==> src/wrc_pkg.sv <==
// =====================================================================
// Shared constants of the waveform replay controller.
package wrc_pkg;

  // Storage sizes.
  localparam int DW    = 16;
  localparam int AW    = 4;
  localparam int DEPTH = 16;
  localparam int NSEQ  = 4;
  localparam int SQW   = 2;
  localparam int RAW   = 4;
  localparam int NIRQ  = 4;

  // Register indices on the plain register port.
  localparam logic [RAW-1:0] A_CTRL  = 4'h0;
  localparam logic [RAW-1:0] A_CMD   = 4'h1;
  localparam logic [RAW-1:0] A_LOOPS = 4'h2;
  localparam logic [RAW-1:0] A_MEND  = 4'h3;
  localparam logic [RAW-1:0] A_SLEN  = 4'h4;
  localparam logic [RAW-1:0] A_MADDR = 4'h5;
  localparam logic [RAW-1:0] A_MDATA = 4'h6;
  localparam logic [RAW-1:0] A_SADDR = 4'h7;
  localparam logic [RAW-1:0] A_SDATA = 4'h8;
  localparam logic [RAW-1:0] A_STAT  = 4'h9;
  localparam logic [RAW-1:0] A_IRQ   = 4'ha;
  localparam logic [RAW-1:0] A_MASK  = 4'hb;

  // Control register fields.
  localparam int C_MODE = 0;
  localparam int C_SRC  = 3;
  localparam int C_GPOL = 5;
  localparam int C_T1M  = 6;
  localparam int C_T2M  = 8;

  // Command register bits.
  localparam int K_START = 0;
  localparam int K_STOP  = 1;
  localparam int K_TRIG  = 2;
  localparam int K_JUMP  = 3;
  localparam int K_JTGT  = 4;

  // Sequence entry fields.
  localparam int Q_START = 0;
  localparam int Q_END   = 4;
  localparam int Q_LOOPS = 8;
  localparam int Q_WAIT  = 12;
  localparam int Q_NEXT  = 13;

  // Interrupt status bits.
  localparam int I_DONE   = 0;
  localparam int I_REFILL = 1;
  localparam int I_UNDER  = 2;
  localparam int I_TRIG   = 3;

  // Counting steps, the full level and the refill threshold of the streaming buffer.
  localparam logic [AW-1:0] A_ONE    = 4'h1;
  localparam logic [DW-1:0] D_ONE    = 16'h0001;
  localparam logic [AW:0]   F_ONE    = 5'h01;
  localparam logic [AW:0]   F_FULL   = 5'h10;
  localparam logic [AW:0]   F_REFILL = 5'h08;

  // Trigger sources.
  localparam logic [1:0] S_SW  = 2'h0;
  localparam logic [1:0] S_EX1 = 2'h1;
  localparam logic [1:0] S_EX2 = 2'h2;

  typedef enum logic [2:0] {
    M_SINGLE  = 3'b000,
    M_REPEAT  = 3'b001,
    M_RESTART = 3'b010,
    M_FIFO    = 3'b011,
    M_MULTI   = 3'b100,
    M_GATE    = 3'b101,
    M_SEQ     = 3'b110
  } wrc_mode_t;

  typedef enum logic [1:0] {
    ST_IDLE  = 2'b00,
    ST_ARMED = 2'b01,
    ST_RUN   = 2'b10
  } wrc_state_t;

endpackage

==> src/wrc_top.sv <==
`timescale 1ns/100ps
// =====================================================================
// What this block does
// - Single shot plays memory once, then stops.
// - Start trigger from external input or software.
// - Later triggers ignored until run ends.
// - Repeat plays loop count times or forever.
// - Restart plays once per trigger, then re-arms.
// - Streaming uses whole memory as ring buffer.
// - Streaming raises refill interrupts for host.
// - Multi replay plays next equal segment per trigger.
// - Gated replay advances only while gate active.
// - Sequence plays variable segments per table order.
// - Table entry holds loop count and trigger wait.
// - Software jump on standalone unit; host rewrites idle segments live.
// - Trigger advancing needed only on standalone unit.
// - Two external trigger inputs, analog or digital.
// - Input one: edge, window, hysteresis, re-arm.
// - Input two: edge and level only.
module wrc_top (
  // Clock and reset.
  input  wire logic                     sys_clk,
  input  wire logic                     rst,
  // Register port.
  input  wire logic [wrc_pkg::RAW-1:0]  reg_addr,
  input  wire logic [wrc_pkg::DW-1:0]   reg_wdata,
  input  wire logic                     reg_wr,
  input  wire logic                     reg_rd,
  output logic      [wrc_pkg::DW-1:0]   reg_rdata,
  // External trigger and gate pins.
  input  wire logic                     cmp_hi_pin,
  input  wire logic                     cmp_lo_pin,
  input  wire logic                     trig2_pin,
  input  wire logic                     gate_pin,
  input  wire logic                     hub_synced,
  // Converter output and interrupt.
  output logic      [wrc_pkg::DW-1:0]   dac_data,
  output logic                          dac_valid,
  output logic                          irq
);

  typedef struct packed {
    wrc_pkg::wrc_state_t                          st;
    logic [wrc_pkg::DW-1:0]                       ctrl;
    logic [wrc_pkg::DW-1:0]                       loops;
    logic [wrc_pkg::DW-1:0]                       lcnt;
    logic [wrc_pkg::AW-1:0]                       mend;
    logic [wrc_pkg::AW-1:0]                       slen;
    logic [wrc_pkg::AW-1:0]                       maddr;
    logic [wrc_pkg::AW-1:0]                       rd;
    logic [wrc_pkg::AW-1:0]                       segb;
    logic [wrc_pkg::AW:0]                         fill;
    logic [wrc_pkg::SQW-1:0]                      seqa;
    logic [wrc_pkg::SQW-1:0]                      ent;
    logic                                         jpend;
    logic [wrc_pkg::SQW-1:0]                      jtgt;
    logic [wrc_pkg::NIRQ-1:0]                     irqs;
    logic [wrc_pkg::NIRQ-1:0]                     mask;
    logic [wrc_pkg::DW-1:0]                       dac;
    logic                                         val;
    logic [wrc_pkg::DW-1:0]                       rdat;
    logic [wrc_pkg::NSEQ-1:0][wrc_pkg::DW-1:0]    seq;
    logic [wrc_pkg::DEPTH-1:0][wrc_pkg::DW-1:0]   mem;
  } wrc_st_t;

  wrc_st_t q;
  wrc_st_t d;

  logic                         t1_hit, t2_hit, gate_lvl;
  logic                         cmd_wr, trg, last, gate_ok, fifo_wr, fifo_rd;
  logic [wrc_pkg::NIRQ-1:0]     ev;
  logic [wrc_pkg::AW-1:0]       seg_end, nxt_start;
  logic [wrc_pkg::AW:0]         nb;
  logic [wrc_pkg::DW-1:0]       cur_e, nxt_e;
  logic [wrc_pkg::SQW-1:0]      nxt_i;
  wrc_pkg::wrc_mode_t           mode;

  // Field decoders for a sequence table entry.
  function automatic logic [wrc_pkg::AW-1:0] e_start(input logic [wrc_pkg::DW-1:0] e);
    e_start = e[wrc_pkg::Q_START +: wrc_pkg::AW];
  endfunction

  function automatic logic e_wait(input logic [wrc_pkg::DW-1:0] e, input logic hub);
    e_wait = e[wrc_pkg::Q_WAIT] & ~hub;
  endfunction

  wrc_trig u_trig (
    .sys_clk    (sys_clk),
    .rst        (rst),
    .cmp_hi_pin (cmp_hi_pin),
    .cmp_lo_pin (cmp_lo_pin),
    .trig2_pin  (trig2_pin),
    .gate_pin   (gate_pin),
    .t1_mode    (q.ctrl[wrc_pkg::C_T1M +: 2]),
    .t2_mode    (q.ctrl[wrc_pkg::C_T2M +: 2]),
    .t1_hit     (t1_hit),
    .t2_hit     (t2_hit),
    .gate_lvl   (gate_lvl)
  );

  // =====================================================================
  // Decodes shared by the sequencer and the assertions.
  always_comb begin
    mode   = wrc_pkg::wrc_mode_t'(q.ctrl[wrc_pkg::C_MODE +: 3]);
    cmd_wr = reg_wr && (reg_addr == wrc_pkg::A_CMD);
    // Restart mode knows only the logic-level input besides software.
    trg = (cmd_wr && reg_wdata[wrc_pkg::K_TRIG])
        | ((q.ctrl[wrc_pkg::C_SRC +: 2] == wrc_pkg::S_EX1)
           && ((mode == wrc_pkg::M_RESTART) ? t2_hit : t1_hit))
        | ((q.ctrl[wrc_pkg::C_SRC +: 2] == wrc_pkg::S_EX2) && t2_hit);
    gate_ok   = (gate_lvl == q.ctrl[wrc_pkg::C_GPOL]);
    cur_e     = q.seq[q.ent];
    nxt_i     = q.jpend ? q.jtgt : cur_e[wrc_pkg::Q_NEXT +: wrc_pkg::SQW];
    nxt_e     = q.seq[nxt_i];
    nxt_start = e_start(nxt_e);
    nb        = {1'b0, q.segb} + {1'b0, q.slen};
    case (mode)
      wrc_pkg::M_MULTI: seg_end = q.segb + q.slen - wrc_pkg::A_ONE;
      wrc_pkg::M_SEQ:   seg_end = cur_e[wrc_pkg::Q_END +: wrc_pkg::AW];
      default:          seg_end = q.mend;
    endcase
    last    = (q.rd == seg_end);
    fifo_wr = reg_wr && (reg_addr == wrc_pkg::A_MDATA) && (mode == wrc_pkg::M_FIFO)
              && (q.fill != wrc_pkg::F_FULL);
    fifo_rd = (mode == wrc_pkg::M_FIFO) && (q.st == wrc_pkg::ST_RUN)
              && (q.fill != '0);
  end

  // =====================================================================
  // Next state: register writes, replay sequencing, interrupts.
  always_comb begin
    d     = q;
    ev    = '0;
    d.val = 1'b0;
    if (reg_wr) begin
      case (reg_addr)
        wrc_pkg::A_CTRL:  d.ctrl  = reg_wdata;
        wrc_pkg::A_LOOPS: d.loops = reg_wdata;
        wrc_pkg::A_MEND:  d.mend  = reg_wdata[wrc_pkg::AW-1:0];
        wrc_pkg::A_SLEN:  d.slen  = reg_wdata[wrc_pkg::AW-1:0];
        wrc_pkg::A_MADDR: begin
          d.maddr = reg_wdata[wrc_pkg::AW-1:0];
          d.fill  = '0;
        end
        // Writes land anywhere, so idle segments may change mid-sequence.
        wrc_pkg::A_MDATA: begin
          if (mode != wrc_pkg::M_FIFO || fifo_wr) begin
            d.mem[q.maddr] = reg_wdata;
            d.maddr        = q.maddr + wrc_pkg::A_ONE;
          end
        end
        wrc_pkg::A_SADDR: d.seqa = reg_wdata[wrc_pkg::SQW-1:0];
        wrc_pkg::A_SDATA: begin
          d.seq[q.seqa] = reg_wdata;
          d.seqa        = q.seqa + 1'b1;
        end
        wrc_pkg::A_MASK:  d.mask  = reg_wdata[wrc_pkg::NIRQ-1:0];
        default: ;
      endcase
    end
    // Fill level follows host writes and replay reads of the ring. A pointer
    // load empties the ring, so that cycle must not be counted over again.
    if (!(reg_wr && reg_addr == wrc_pkg::A_MADDR)) begin
      d.fill = q.fill + (fifo_wr ? wrc_pkg::F_ONE : '0) - (fifo_rd ? wrc_pkg::F_ONE : '0);
    end
    if (cmd_wr && reg_wdata[wrc_pkg::K_JUMP] && !hub_synced) begin
      d.jpend = 1'b1;
      d.jtgt  = reg_wdata[wrc_pkg::K_JTGT +: wrc_pkg::SQW];
    end
    if (cmd_wr && reg_wdata[wrc_pkg::K_START]) begin
      d.st    = wrc_pkg::ST_ARMED;
      d.lcnt  = '0;
      d.ent   = '0;
      d.segb  = '0;
      d.jpend = 1'b0;
      d.rd    = (mode == wrc_pkg::M_SEQ) ? e_start(q.seq[0]) : '0;
    end
    case (q.st)
      wrc_pkg::ST_ARMED: begin
        // Gate and stream runs need no trigger; a table entry may not want one.
        if (mode == wrc_pkg::M_FIFO || mode == wrc_pkg::M_GATE
            || (mode == wrc_pkg::M_SEQ && !e_wait(cur_e, hub_synced)) || trg) begin
          d.st = wrc_pkg::ST_RUN;
          ev[wrc_pkg::I_TRIG] = trg;
        end
      end
      wrc_pkg::ST_RUN: begin
        // Triggers are not looked at while running.
        if (mode == wrc_pkg::M_FIFO) begin
          if (fifo_rd) begin
            d.val = 1'b1;
            d.dac = q.mem[q.rd];
            d.rd  = q.rd + wrc_pkg::A_ONE;
            ev[wrc_pkg::I_REFILL] = (q.fill == wrc_pkg::F_REFILL + wrc_pkg::F_ONE);
          end else begin
            ev[wrc_pkg::I_UNDER] = 1'b1;
          end
        end else if (mode == wrc_pkg::M_GATE) begin
          // The read pointer holds while the gate is inactive.
          if (gate_ok) begin
            d.val = 1'b1;
            d.dac = q.mem[q.rd];
            d.rd  = last ? '0 : q.rd + wrc_pkg::A_ONE;
          end
        end else begin
          d.val = 1'b1;
          d.dac = q.mem[q.rd];
          d.rd  = q.rd + wrc_pkg::A_ONE;
          if (last) begin
            case (mode)
              wrc_pkg::M_SINGLE: begin
                d.st = wrc_pkg::ST_IDLE;
                ev[wrc_pkg::I_DONE] = 1'b1;
              end
              wrc_pkg::M_REPEAT: begin
                d.rd   = '0;
                d.lcnt = q.lcnt + wrc_pkg::D_ONE;
                // A loop count of zero means run until stopped.
                if (q.loops != '0 && q.lcnt + wrc_pkg::D_ONE == q.loops) begin
                  d.st = wrc_pkg::ST_IDLE;
                  ev[wrc_pkg::I_DONE] = 1'b1;
                end
              end
              wrc_pkg::M_RESTART: begin
                d.rd = '0;
                d.st = wrc_pkg::ST_ARMED;
              end
              wrc_pkg::M_MULTI: begin
                // Next equal segment, wrapping to the first past memory end.
                d.segb = (nb > {1'b0, q.mend}) ? '0 : nb[wrc_pkg::AW-1:0];
                d.rd   = d.segb;
                d.st   = wrc_pkg::ST_ARMED;
              end
              wrc_pkg::M_SEQ: begin
                // Loop the entry, then follow its link or a pending jump.
                if (q.lcnt[3:0] + 4'h1 < cur_e[wrc_pkg::Q_LOOPS +: 4]) begin
                  d.lcnt = q.lcnt + wrc_pkg::D_ONE;
                  d.rd   = e_start(cur_e);
                end else begin
                  d.lcnt  = '0;
                  d.ent   = nxt_i;
                  d.jpend = 1'b0;
                  d.rd    = nxt_start;
                  if (e_wait(nxt_e, hub_synced)) begin
                    d.st = wrc_pkg::ST_ARMED;
                  end
                end
              end
              default: d.st = wrc_pkg::ST_IDLE;
            endcase
          end
        end
      end
      default: ;
    endcase
    // Stop overrides everything and drops output at once.
    if (cmd_wr && reg_wdata[wrc_pkg::K_STOP]) begin
      d.st  = wrc_pkg::ST_IDLE;
      d.val = 1'b0;
    end
    // New events win over a same-cycle write-one clear.
    d.irqs = ((reg_wr && reg_addr == wrc_pkg::A_IRQ)
              ? (q.irqs & ~reg_wdata[wrc_pkg::NIRQ-1:0]) : q.irqs) | ev;
    // Read data appear in the cycle after the strobe only.
    d.rdat = '0;
    if (reg_rd) begin
      case (reg_addr)
        wrc_pkg::A_CTRL:  d.rdat = q.ctrl;
        wrc_pkg::A_LOOPS: d.rdat = q.loops;
        wrc_pkg::A_MEND:  d.rdat = {12'h000, q.mend};
        wrc_pkg::A_SLEN:  d.rdat = {12'h000, q.slen};
        wrc_pkg::A_MADDR: d.rdat = {12'h000, q.maddr};
        wrc_pkg::A_MDATA: d.rdat = q.mem[q.maddr];
        wrc_pkg::A_SADDR: d.rdat = {14'h0000, q.seqa};
        wrc_pkg::A_SDATA: d.rdat = q.seq[q.seqa];
        wrc_pkg::A_STAT:  d.rdat = {3'h0, q.fill, q.rd, q.ent, q.st};
        wrc_pkg::A_IRQ:   d.rdat = {12'h000, q.irqs};
        wrc_pkg::A_MASK:  d.rdat = {12'h000, q.mask};
        default:          d.rdat = '0;
      endcase
    end
  end

  // State register.
  always_ff @(posedge sys_clk or posedge rst) begin
    if (rst) begin
      q <= '0;
    end else begin
      q <= d;
    end
  end

  assign reg_rdata = q.rdat;
  assign dac_data  = q.dac;
  assign dac_valid = q.val;
  assign irq       = |(q.irqs & q.mask);
endmodule // wrc_top

==> src/wrc_trig.sv <==
`timescale 1ns/100ps
// =====================================================================
// Pin synchronisers and external trigger qualification.
module wrc_trig (
  // Clock and reset.
  input  wire logic       sys_clk,
  input  wire logic       rst,
  // Comparator, second input and gate pins.
  input  wire logic       cmp_hi_pin,
  input  wire logic       cmp_lo_pin,
  input  wire logic       trig2_pin,
  input  wire logic       gate_pin,
  // Condition selects.
  input  wire logic [1:0] t1_mode,
  input  wire logic [1:0] t2_mode,
  // Qualified results.
  output logic            t1_hit,
  output logic            t2_hit,
  output logic            gate_lvl
);

  typedef struct packed {
    logic [3:0] s1;
    logic [3:0] s2;
    logic [3:0] s3;
    logic [3:0] f;
    logic [3:0] fp;
    logic       arm;
    logic       hyst;
  } wrc_trig_st_t;

  wrc_trig_st_t q;
  wrc_trig_st_t d;
  logic hi, lo, hip, lop, rise;

  assign hi   = q.f[0];
  assign lo   = q.f[1];
  assign hip  = q.fp[0];
  assign lop  = q.fp[1];
  assign rise = hi & ~hip;

  // A level change is taken once the second and third stage agree.
  always_comb begin
    d      = q;
    d.s1   = {gate_pin, trig2_pin, cmp_lo_pin, cmp_hi_pin};
    d.s2   = q.s1;
    d.s3   = q.s2;
    d.f    = (q.f & (q.s2 ^ q.s3)) | (q.s3 & ~(q.s2 ^ q.s3));
    d.fp   = q.f;
    d.arm  = ~lo ? 1'b1 : (rise ? 1'b0 : q.arm);
    d.hyst = hi ? 1'b1 : (~lo ? 1'b0 : q.hyst);
  end

  // Input one: two comparators give edge, window, hysteresis, re-arm.
  always_comb begin
    case (t1_mode)
      2'h0:    t1_hit = rise;
      2'h1:    t1_hit = (lo & ~hi) & ~(lop & ~hip);
      2'h2:    t1_hit = ~lo & lop & q.hyst;
      2'h3:    t1_hit = rise & q.arm;
      default: t1_hit = 1'b0;
    endcase
  end

  // Input two: one logic-level pin, edge or level only.
  always_comb begin
    case (t2_mode)
      2'h0:    t2_hit = q.f[2] & ~q.fp[2];
      2'h1:    t2_hit = ~q.f[2] & q.fp[2];
      2'h2:    t2_hit = q.f[2];
      2'h3:    t2_hit = ~q.f[2];
      default: t2_hit = 1'b0;
    endcase
  end

  assign gate_lvl = q.f[3];

  // State register.
  always_ff @(posedge sys_clk or posedge rst) begin
    if (rst) begin
      q <= '0;
    end else begin
      q <= d;
    end
  end

endmodule // wrc_trig
==> config.mk <==
export PLATFORM = sky130hd
export DESIGN_NAME = wrc_top
export DESIGN_NICKNAME = d
export VERILOG_FILES = /design/src/wrc_pkg.sv /design/src/wrc_top.sv /design/src/wrc_trig.sv
export SDC_FILE = /design/constraint.sdc
export NUM_CORES = 1
export LEC_CHECK = 0
export BUFFER_PORTS_ARGS = -buffer_cell sky130_fd_sc_hd__buf_2
export CAP_MARGIN = 20
export CORE_MARGIN = 2
export CORE_UTILIZATION = 34
export CTS_BUF_LIST = sky130_fd_sc_hd__clkbuf_4 sky130_fd_sc_hd__clkbuf_8 sky130_fd_sc_hd__clkbuf_16
export CTS_CLUSTER_SIZE = 28
export DETAILED_ROUTE_END_ITERATION = 8
export GPL_ROUTABILITY_DRIVEN = 0
export PLACE_DENSITY_LB_ADDON = 0.2
export SKIP_CTS_REPAIR_TIMING = 1
export SYNTH_ARGS = -nofsm -noshare
export SYNTH_HDL_FRONTEND = slang
export SYNTH_SLANG_ARGS = --single-unit
==> constraint.sdc <==
create_clock -name sys_clk -period 18.9 [get_ports sys_clk]
set_input_delay 2.835 -clock sys_clk [delete_from_list [all_inputs] [get_ports sys_clk]]
set_output_delay 2.835 -clock sys_clk [all_outputs]
set_load 0.03 [all_outputs]
---- Word-level counts from Yosys, hierarchy flattened ----
Index checks and enable logic that the tools add are counted.
word-level totals
  input port bits ......................... 29
  logic and storage cells ................. 275
  output and inout bits ................... 34
  register bits after elaboration ......... 464
cells by class
  reduce and logical (&&, ||, !) cells .... 47
  bitwise gates (word level) .............. 29
  $add $sub $neg .......................... 10
  eq/ne operators ......................... 40
  mux-type cells .......................... 94
  $lt $le $gt $ge ......................... 9
operators with widths
  kind                   number
  $bwmux 256             1
  $mux 16                12
  $pmux 16 s11           1
  $bmux 16 s4            2
  $bmux 16 s2            3
  $mux 17                4
  $bwmux 64              1
  $demux 16 s4           1
  $mux 4                 13
  $demux 16 s2           1
  $pmux 16 s2            1
  $mux 3                 9
  $mux 8                 3
  $mux 2                 11
  $logic_and 1x1->1      19
  $mux 1                 17
  $add 16x1->16 const B  1
  $and 4x4->4            4
  $eq 16x16->1           1
  $eq 4x3->1 const B     4
  $eq 4x4->1 const B     4
  $pmux 4 s2             2
  $reduce_and 2->1       8
  $reduce_bool 16->1     1
  other kinds (53)       105

---- Depth between registers and ports, before layout ----
  word-level depth ........................ 14
  depth in mapped cells ................... 16
  gate-level depth less buffers ........... 14

---- By module ----
From an unflattened synthesis, not the netlist that was laid out.
second synthesis, totals
  cells, all modules ...................... 1870
  area total of the unflattened synthesis .. 25275.5 µm²
by module, submodules not included
  module    area each (µm²)  cells each  seq. area each (µm²)  times used
  wrc_top   24613.6          1828        11085.6               1
  wrc_trig  661.9            42          525.5                 1

---- Worst setup path before layout ----
No wires, ideal clock.
  path kind ............................... input to register
  start point ............................. in reg_addr[3] in the netlist's numbering
  end point ............................... reg q[372] in the netlist's numbering
  setup slack ............................. 13.521 ns
  path buffers ............................ 1
  stages on the path ...................... 12
  setup time .............................. 0.077 ns
  arrival ................................. 5.302 ns
  data required time ...................... 18.823 ns
  path through ............................ clkbuf_1 nor3_4 nand2_1 a311o_1 ha_1 inv_1 ha_1 fa_1 a21oi_1 nor2_1 or3_1 a21oi_1
between the ends
  cells in the longest elaborated chain, start to end .. 8
  elaborated cells on any way between the ends .. 13
  classes of those cells .................. 2 x add/sub; 4 x eq/ne; 2 x mux; 5 x reduce/logical
ends and longest elaborated chain
  element                          RTL line        RTL
  start, declared                  wrc_top.sv:25   input wire logic [wrc_pkg::RAW-1:0] reg_addr,
  $eq 4x3->1                       wrc_top.sv:123  fifo_wr = reg_wr && (reg_addr == wrc_pkg::A_MDATA) && (mode == wrc_pkg::M_FIFO)
  $logic_and 1x1->1 (2 in series)  wrc_top.sv:123
  $logic_and 1x1->1                wrc_top.sv:124  && (q.fill != wrc_pkg::F_FULL);
  $mux 1                           wrc_top.sv:164  d.fill = q.fill + (fifo_wr ? wrc_pkg::F_ONE : '0) - (fifo_rd ? wrc_pkg::F_ONE : '0);
  $add 5x1->5                      wrc_top.sv:164
  $sub 5x1->5                      wrc_top.sv:164
  $mux 5                           wrc_top.sv:163  if (!(reg_wr && reg_addr == wrc_pkg::A_MADDR)) begin
  end signal, assigned             wrc_top.sv:287  q <= '0;
  end signal, assigned             wrc_top.sv:289  q <= d;
  end, declared                    wrc_top.sv:66   wrc_st_t q;
Parallel ways exist; a longest one is shown, timed or not.
A chain may end at the register's enable or synchronous reset.

---- Worst setup path after layout ----
  start point ............................. in reg_addr[0] in the netlist's numbering
  end point ............................... reg q[110] in the netlist's numbering
between the ends
  cells in the longest elaborated chain, start to end .. 6
ends and longest elaborated chain
  element                                RTL line                        RTL
  $eq 4x3->1 (*)                         wrc_top.sv:123, wrc_top.sv:136
  $logic_and 1x1->1 (2 in series)        wrc_top.sv:123
  $logic_and 1x1->1                      wrc_top.sv:124
  $logic_or 1x1->1                       wrc_top.sv:147                  if (mode != wrc_pkg::M_FIFO || fifo_wr) begin
  $reduce_and 3->1 (no source line) (*)  --
Mark *: on every way between the ends. The rest lies on a longest branch, timed or not.

==> impl_results.md <==
- Syn Area/Cell: 13.6 sq um
- Mapped Nets: 1939
- Final Power: 3.22 mW
- Max Slew Vio Count: 0
- Crit path DAT: 5900 ps
- Post-detail-place hpwl: 48.1 mm
- Cells after synthesis: 1873
- Kind of start point of the critical path: primary input
- Register area: 11600 sq um
- Final period util: 0.286
- Pwr per Cell Area: 114 nW/um^2
- Largest area contributor in the netlist: dfrtp_1
- Rows: 100
- Static Leakage: 12.4 nW
- Vias in the first global route: 17164
- Vias/cell: 5.73
- I/O pins: 63
- Antenna violations before repair: 4
- Max-slew headroom: 0.215
- 1st-pass router iterations: 7
- Initial DRC Count: 1474
- Required time worst endpoint: 19390 ps
- DRC Markers: 0
- Vias: 16430
- Fin Setup TNS: 0 ps
- Multi-input logic area: 12800 sq um
- Max IR drop VDD: 0.0655 mV
- Flop2flop setup slack: 15110 ps
- Largest net degree at the start of global routing: 161
- Clk buf depth: 3
- Commonest non-fill, non-tap cell in the layout: dfrtp_1
- First-pass GRT wire length: 114 mm
- Clk_skew: 22.3 ps
- WHS Endpoint: u_trig.d[11]$_DFF_PP0_
- Seq/Total Area, Yosys: 0.457
- Final setup viols: 0
- RSZ-0062 raised after global routing: false
- Status: finished, final reports clean
- Hold_ws: 352 ps
- Avg WL per Cell: 26.1 microns
- Clk slew on worst S/H paths: 50 ps
- Distinct cells, synth: 93
- Flops & latches, synth: 464
- Reg2reg end: q[372]$_DFFE_PP0P_
- Nets: 1919
- H-tree levels: 2
- Most frequent cells in the layout: dfrtp_1 (459), mux2_2 (373), mux4_2 (189), nand2_1 (108), buf_2 (62)
- Synth area leaders: dfrtp_1 (46%), mux4_2 (17%), mux2_2 (17%)
- Synth Flop Type: dfrtp_1
- Min-delay worst type: flop to flop
- Routed wire length: 74.8 mm
- Pre-CTS WS: 12620 ps
- R2R depth: 12
- Crit path setup slack, layout: 13500 ps
- Crit path max fanout: 26
- Ys Warns: 0
- Final hold violations: 0
- Core Box Area: 74200 sq um
- Post-synth EDFFs: 0
- Clk root buf: clkbuf_16
- Nature of the critical path endpoint: flop
- Mapped cell area: 25400 sq um
- Total gr overflow: 0
- Hold Startpoint: u_trig.d[15]$_DFF_PP0_
- Die footprint: 77000 sq um
- Die Ht: 277 microns
- Maximum capacitance violations: 0
- Share of layout cells above drive strength 1: 0.430
- Hold Path Depth: 0
- Die Wd: 277 microns
- Skew-Pair Late Insertion Delay: 620 ps
- Layout Area Growth over Synthesis: 11.2%
- Path type of the worst setup path: primary input to flop
- Worst-margin pin slew: 1170 ps
- Detail Route Antenna Nets: 0
- Util after Layout: 0.381
- TritonCTS clock tree: done
- RR Startpoint: mode[0]$_DFFE_PP0P_
- Minimum clock period: 5400 ps
- Clock Sinks: 464
- # fillers: 7018
- CTS buffer count: 55
- Initial Utilization: 0.343
- Fmax achieved: 185 MHz
- Port-buffer cells: 62
- Yosys top cell area share: 0.457
- Global Route Usage Sum: 0.196
- Post-synth ARST share: 1.00
## how the worst max path moves through the flow
stage / from / to / slack (ps) / depth (start not counted)
after floorplan: rst / async pin / 3130 / 1
after global placement: rst / q[377]$_DFF_PP0_ / 12720 / 5
after detailed placement: rst / q[377]$_DFF_PP0_ / 12620 / 5
after CTS: rst / q[377]$_DFF_PP0_ / 13280 / 5
after global routing: reg_addr[0] / q[372]$_DFFE_PP0P_ / 13310 / 14
final: reg_addr[0] / q[110]$_DFFE_PP0P_ / 13500 / 10
## cells by family (layout without fill, tap and decap cells)
| family | count (synthesis) | after routing | synth area share |
|---|---|---|---|
| other cells | 0 | 1 | 0 |
| xor+xnor | 36 | 36 | 0.0129 |
| simple gates | 305 | 305 | 0.0644 |
| flops | 464 | 464 | 0.457 |
| compound gates | 215 | 215 | 0.0595 |
| buf+inv | 223 | 247 | 0.0407 |
| mux | 589 | 589 | 0.345 |
| fa+ha+maj | 41 | 41 | 0.0207 |
## stage by stage
stage          instances  cell area [sq um]
6_report            2867              28300
2_1_floorplan       1873              25400
3_5_place_dp        2761              26400
5_1_grt             2866              28300
4_1_cts             2862              28200
3_3_place_gp        2758              26400
## Yosys cell counts, types with 6 or more instances
master,n
nor2_2,9
xor2_1,15
buf_2,30
ha_1,34
and3_1,13
clkbuf_1,94
xnor2_1,20
mux2i_1,15
nor2b_1,13
a221oi_1,7
mux2_2,373
a22oi_1,13
inv_1,43
dfrtp_1,464
mux2_1,9
or3_1,7
mux4_2,189
o21ai_1,11
a21oi_1,39
a21o_1,6
buf_4,36
nand2_1,108
nor4_1,9
nor3_1,10
nor2_1,42
buf_1,15
a31oi_1,20
a222oi_1,12
nand2b_1,10
o31ai_1,8
and2_1,9
nand3_1,28
o21ai_0,41
## state kept, by name, indices dropped and copies added (netlist names), named ones only
register and cells:
mode 3, u_trig.q 7, dac_data 16, dac_valid 1, u_trig.d 8, u_trig.hip 1, q 407, reg_rdata 16
u_trig.lop 1
## routing by layer
layer,share of wire,GRT usage,routed length (microns),vias up
met5,0.00048,0,36,-
li1,-,-,-,7065
met2,0.49,0.327,36700,425
met3,0.045,0.0264,3330,127
met1,0.44,0.264,32700,8807
met4,0.027,0.0598,1990,6
## cell type report
cell class,count,area share
tap,969,0.0429
clock buffer,76,0.0560
sequential,464,0.411
inverter,45,0.00624
timing repair buffer,101,0.0242
antenna,1,0.0000885
multi-input combinational,1186,0.453
clock inverter,25,0.00668
## critical path, stage by stage
cell	delay, ps
buf_2	230
nand2b_1	280
nor3_4	140
buf_4	310
nand2_1	130
a41oi_2	420
nand2_2	190
nor2_2	620
buf_4	350
mux2_2	350
## report_power, final
part           internal (mW)  leakage (nW)  switching, mW
clock                  0.612         0.911          0.436
combinational          0.428          5.30          0.430
sequential              1.13          6.18          0.183
Power figures use the tool's default switching activity.
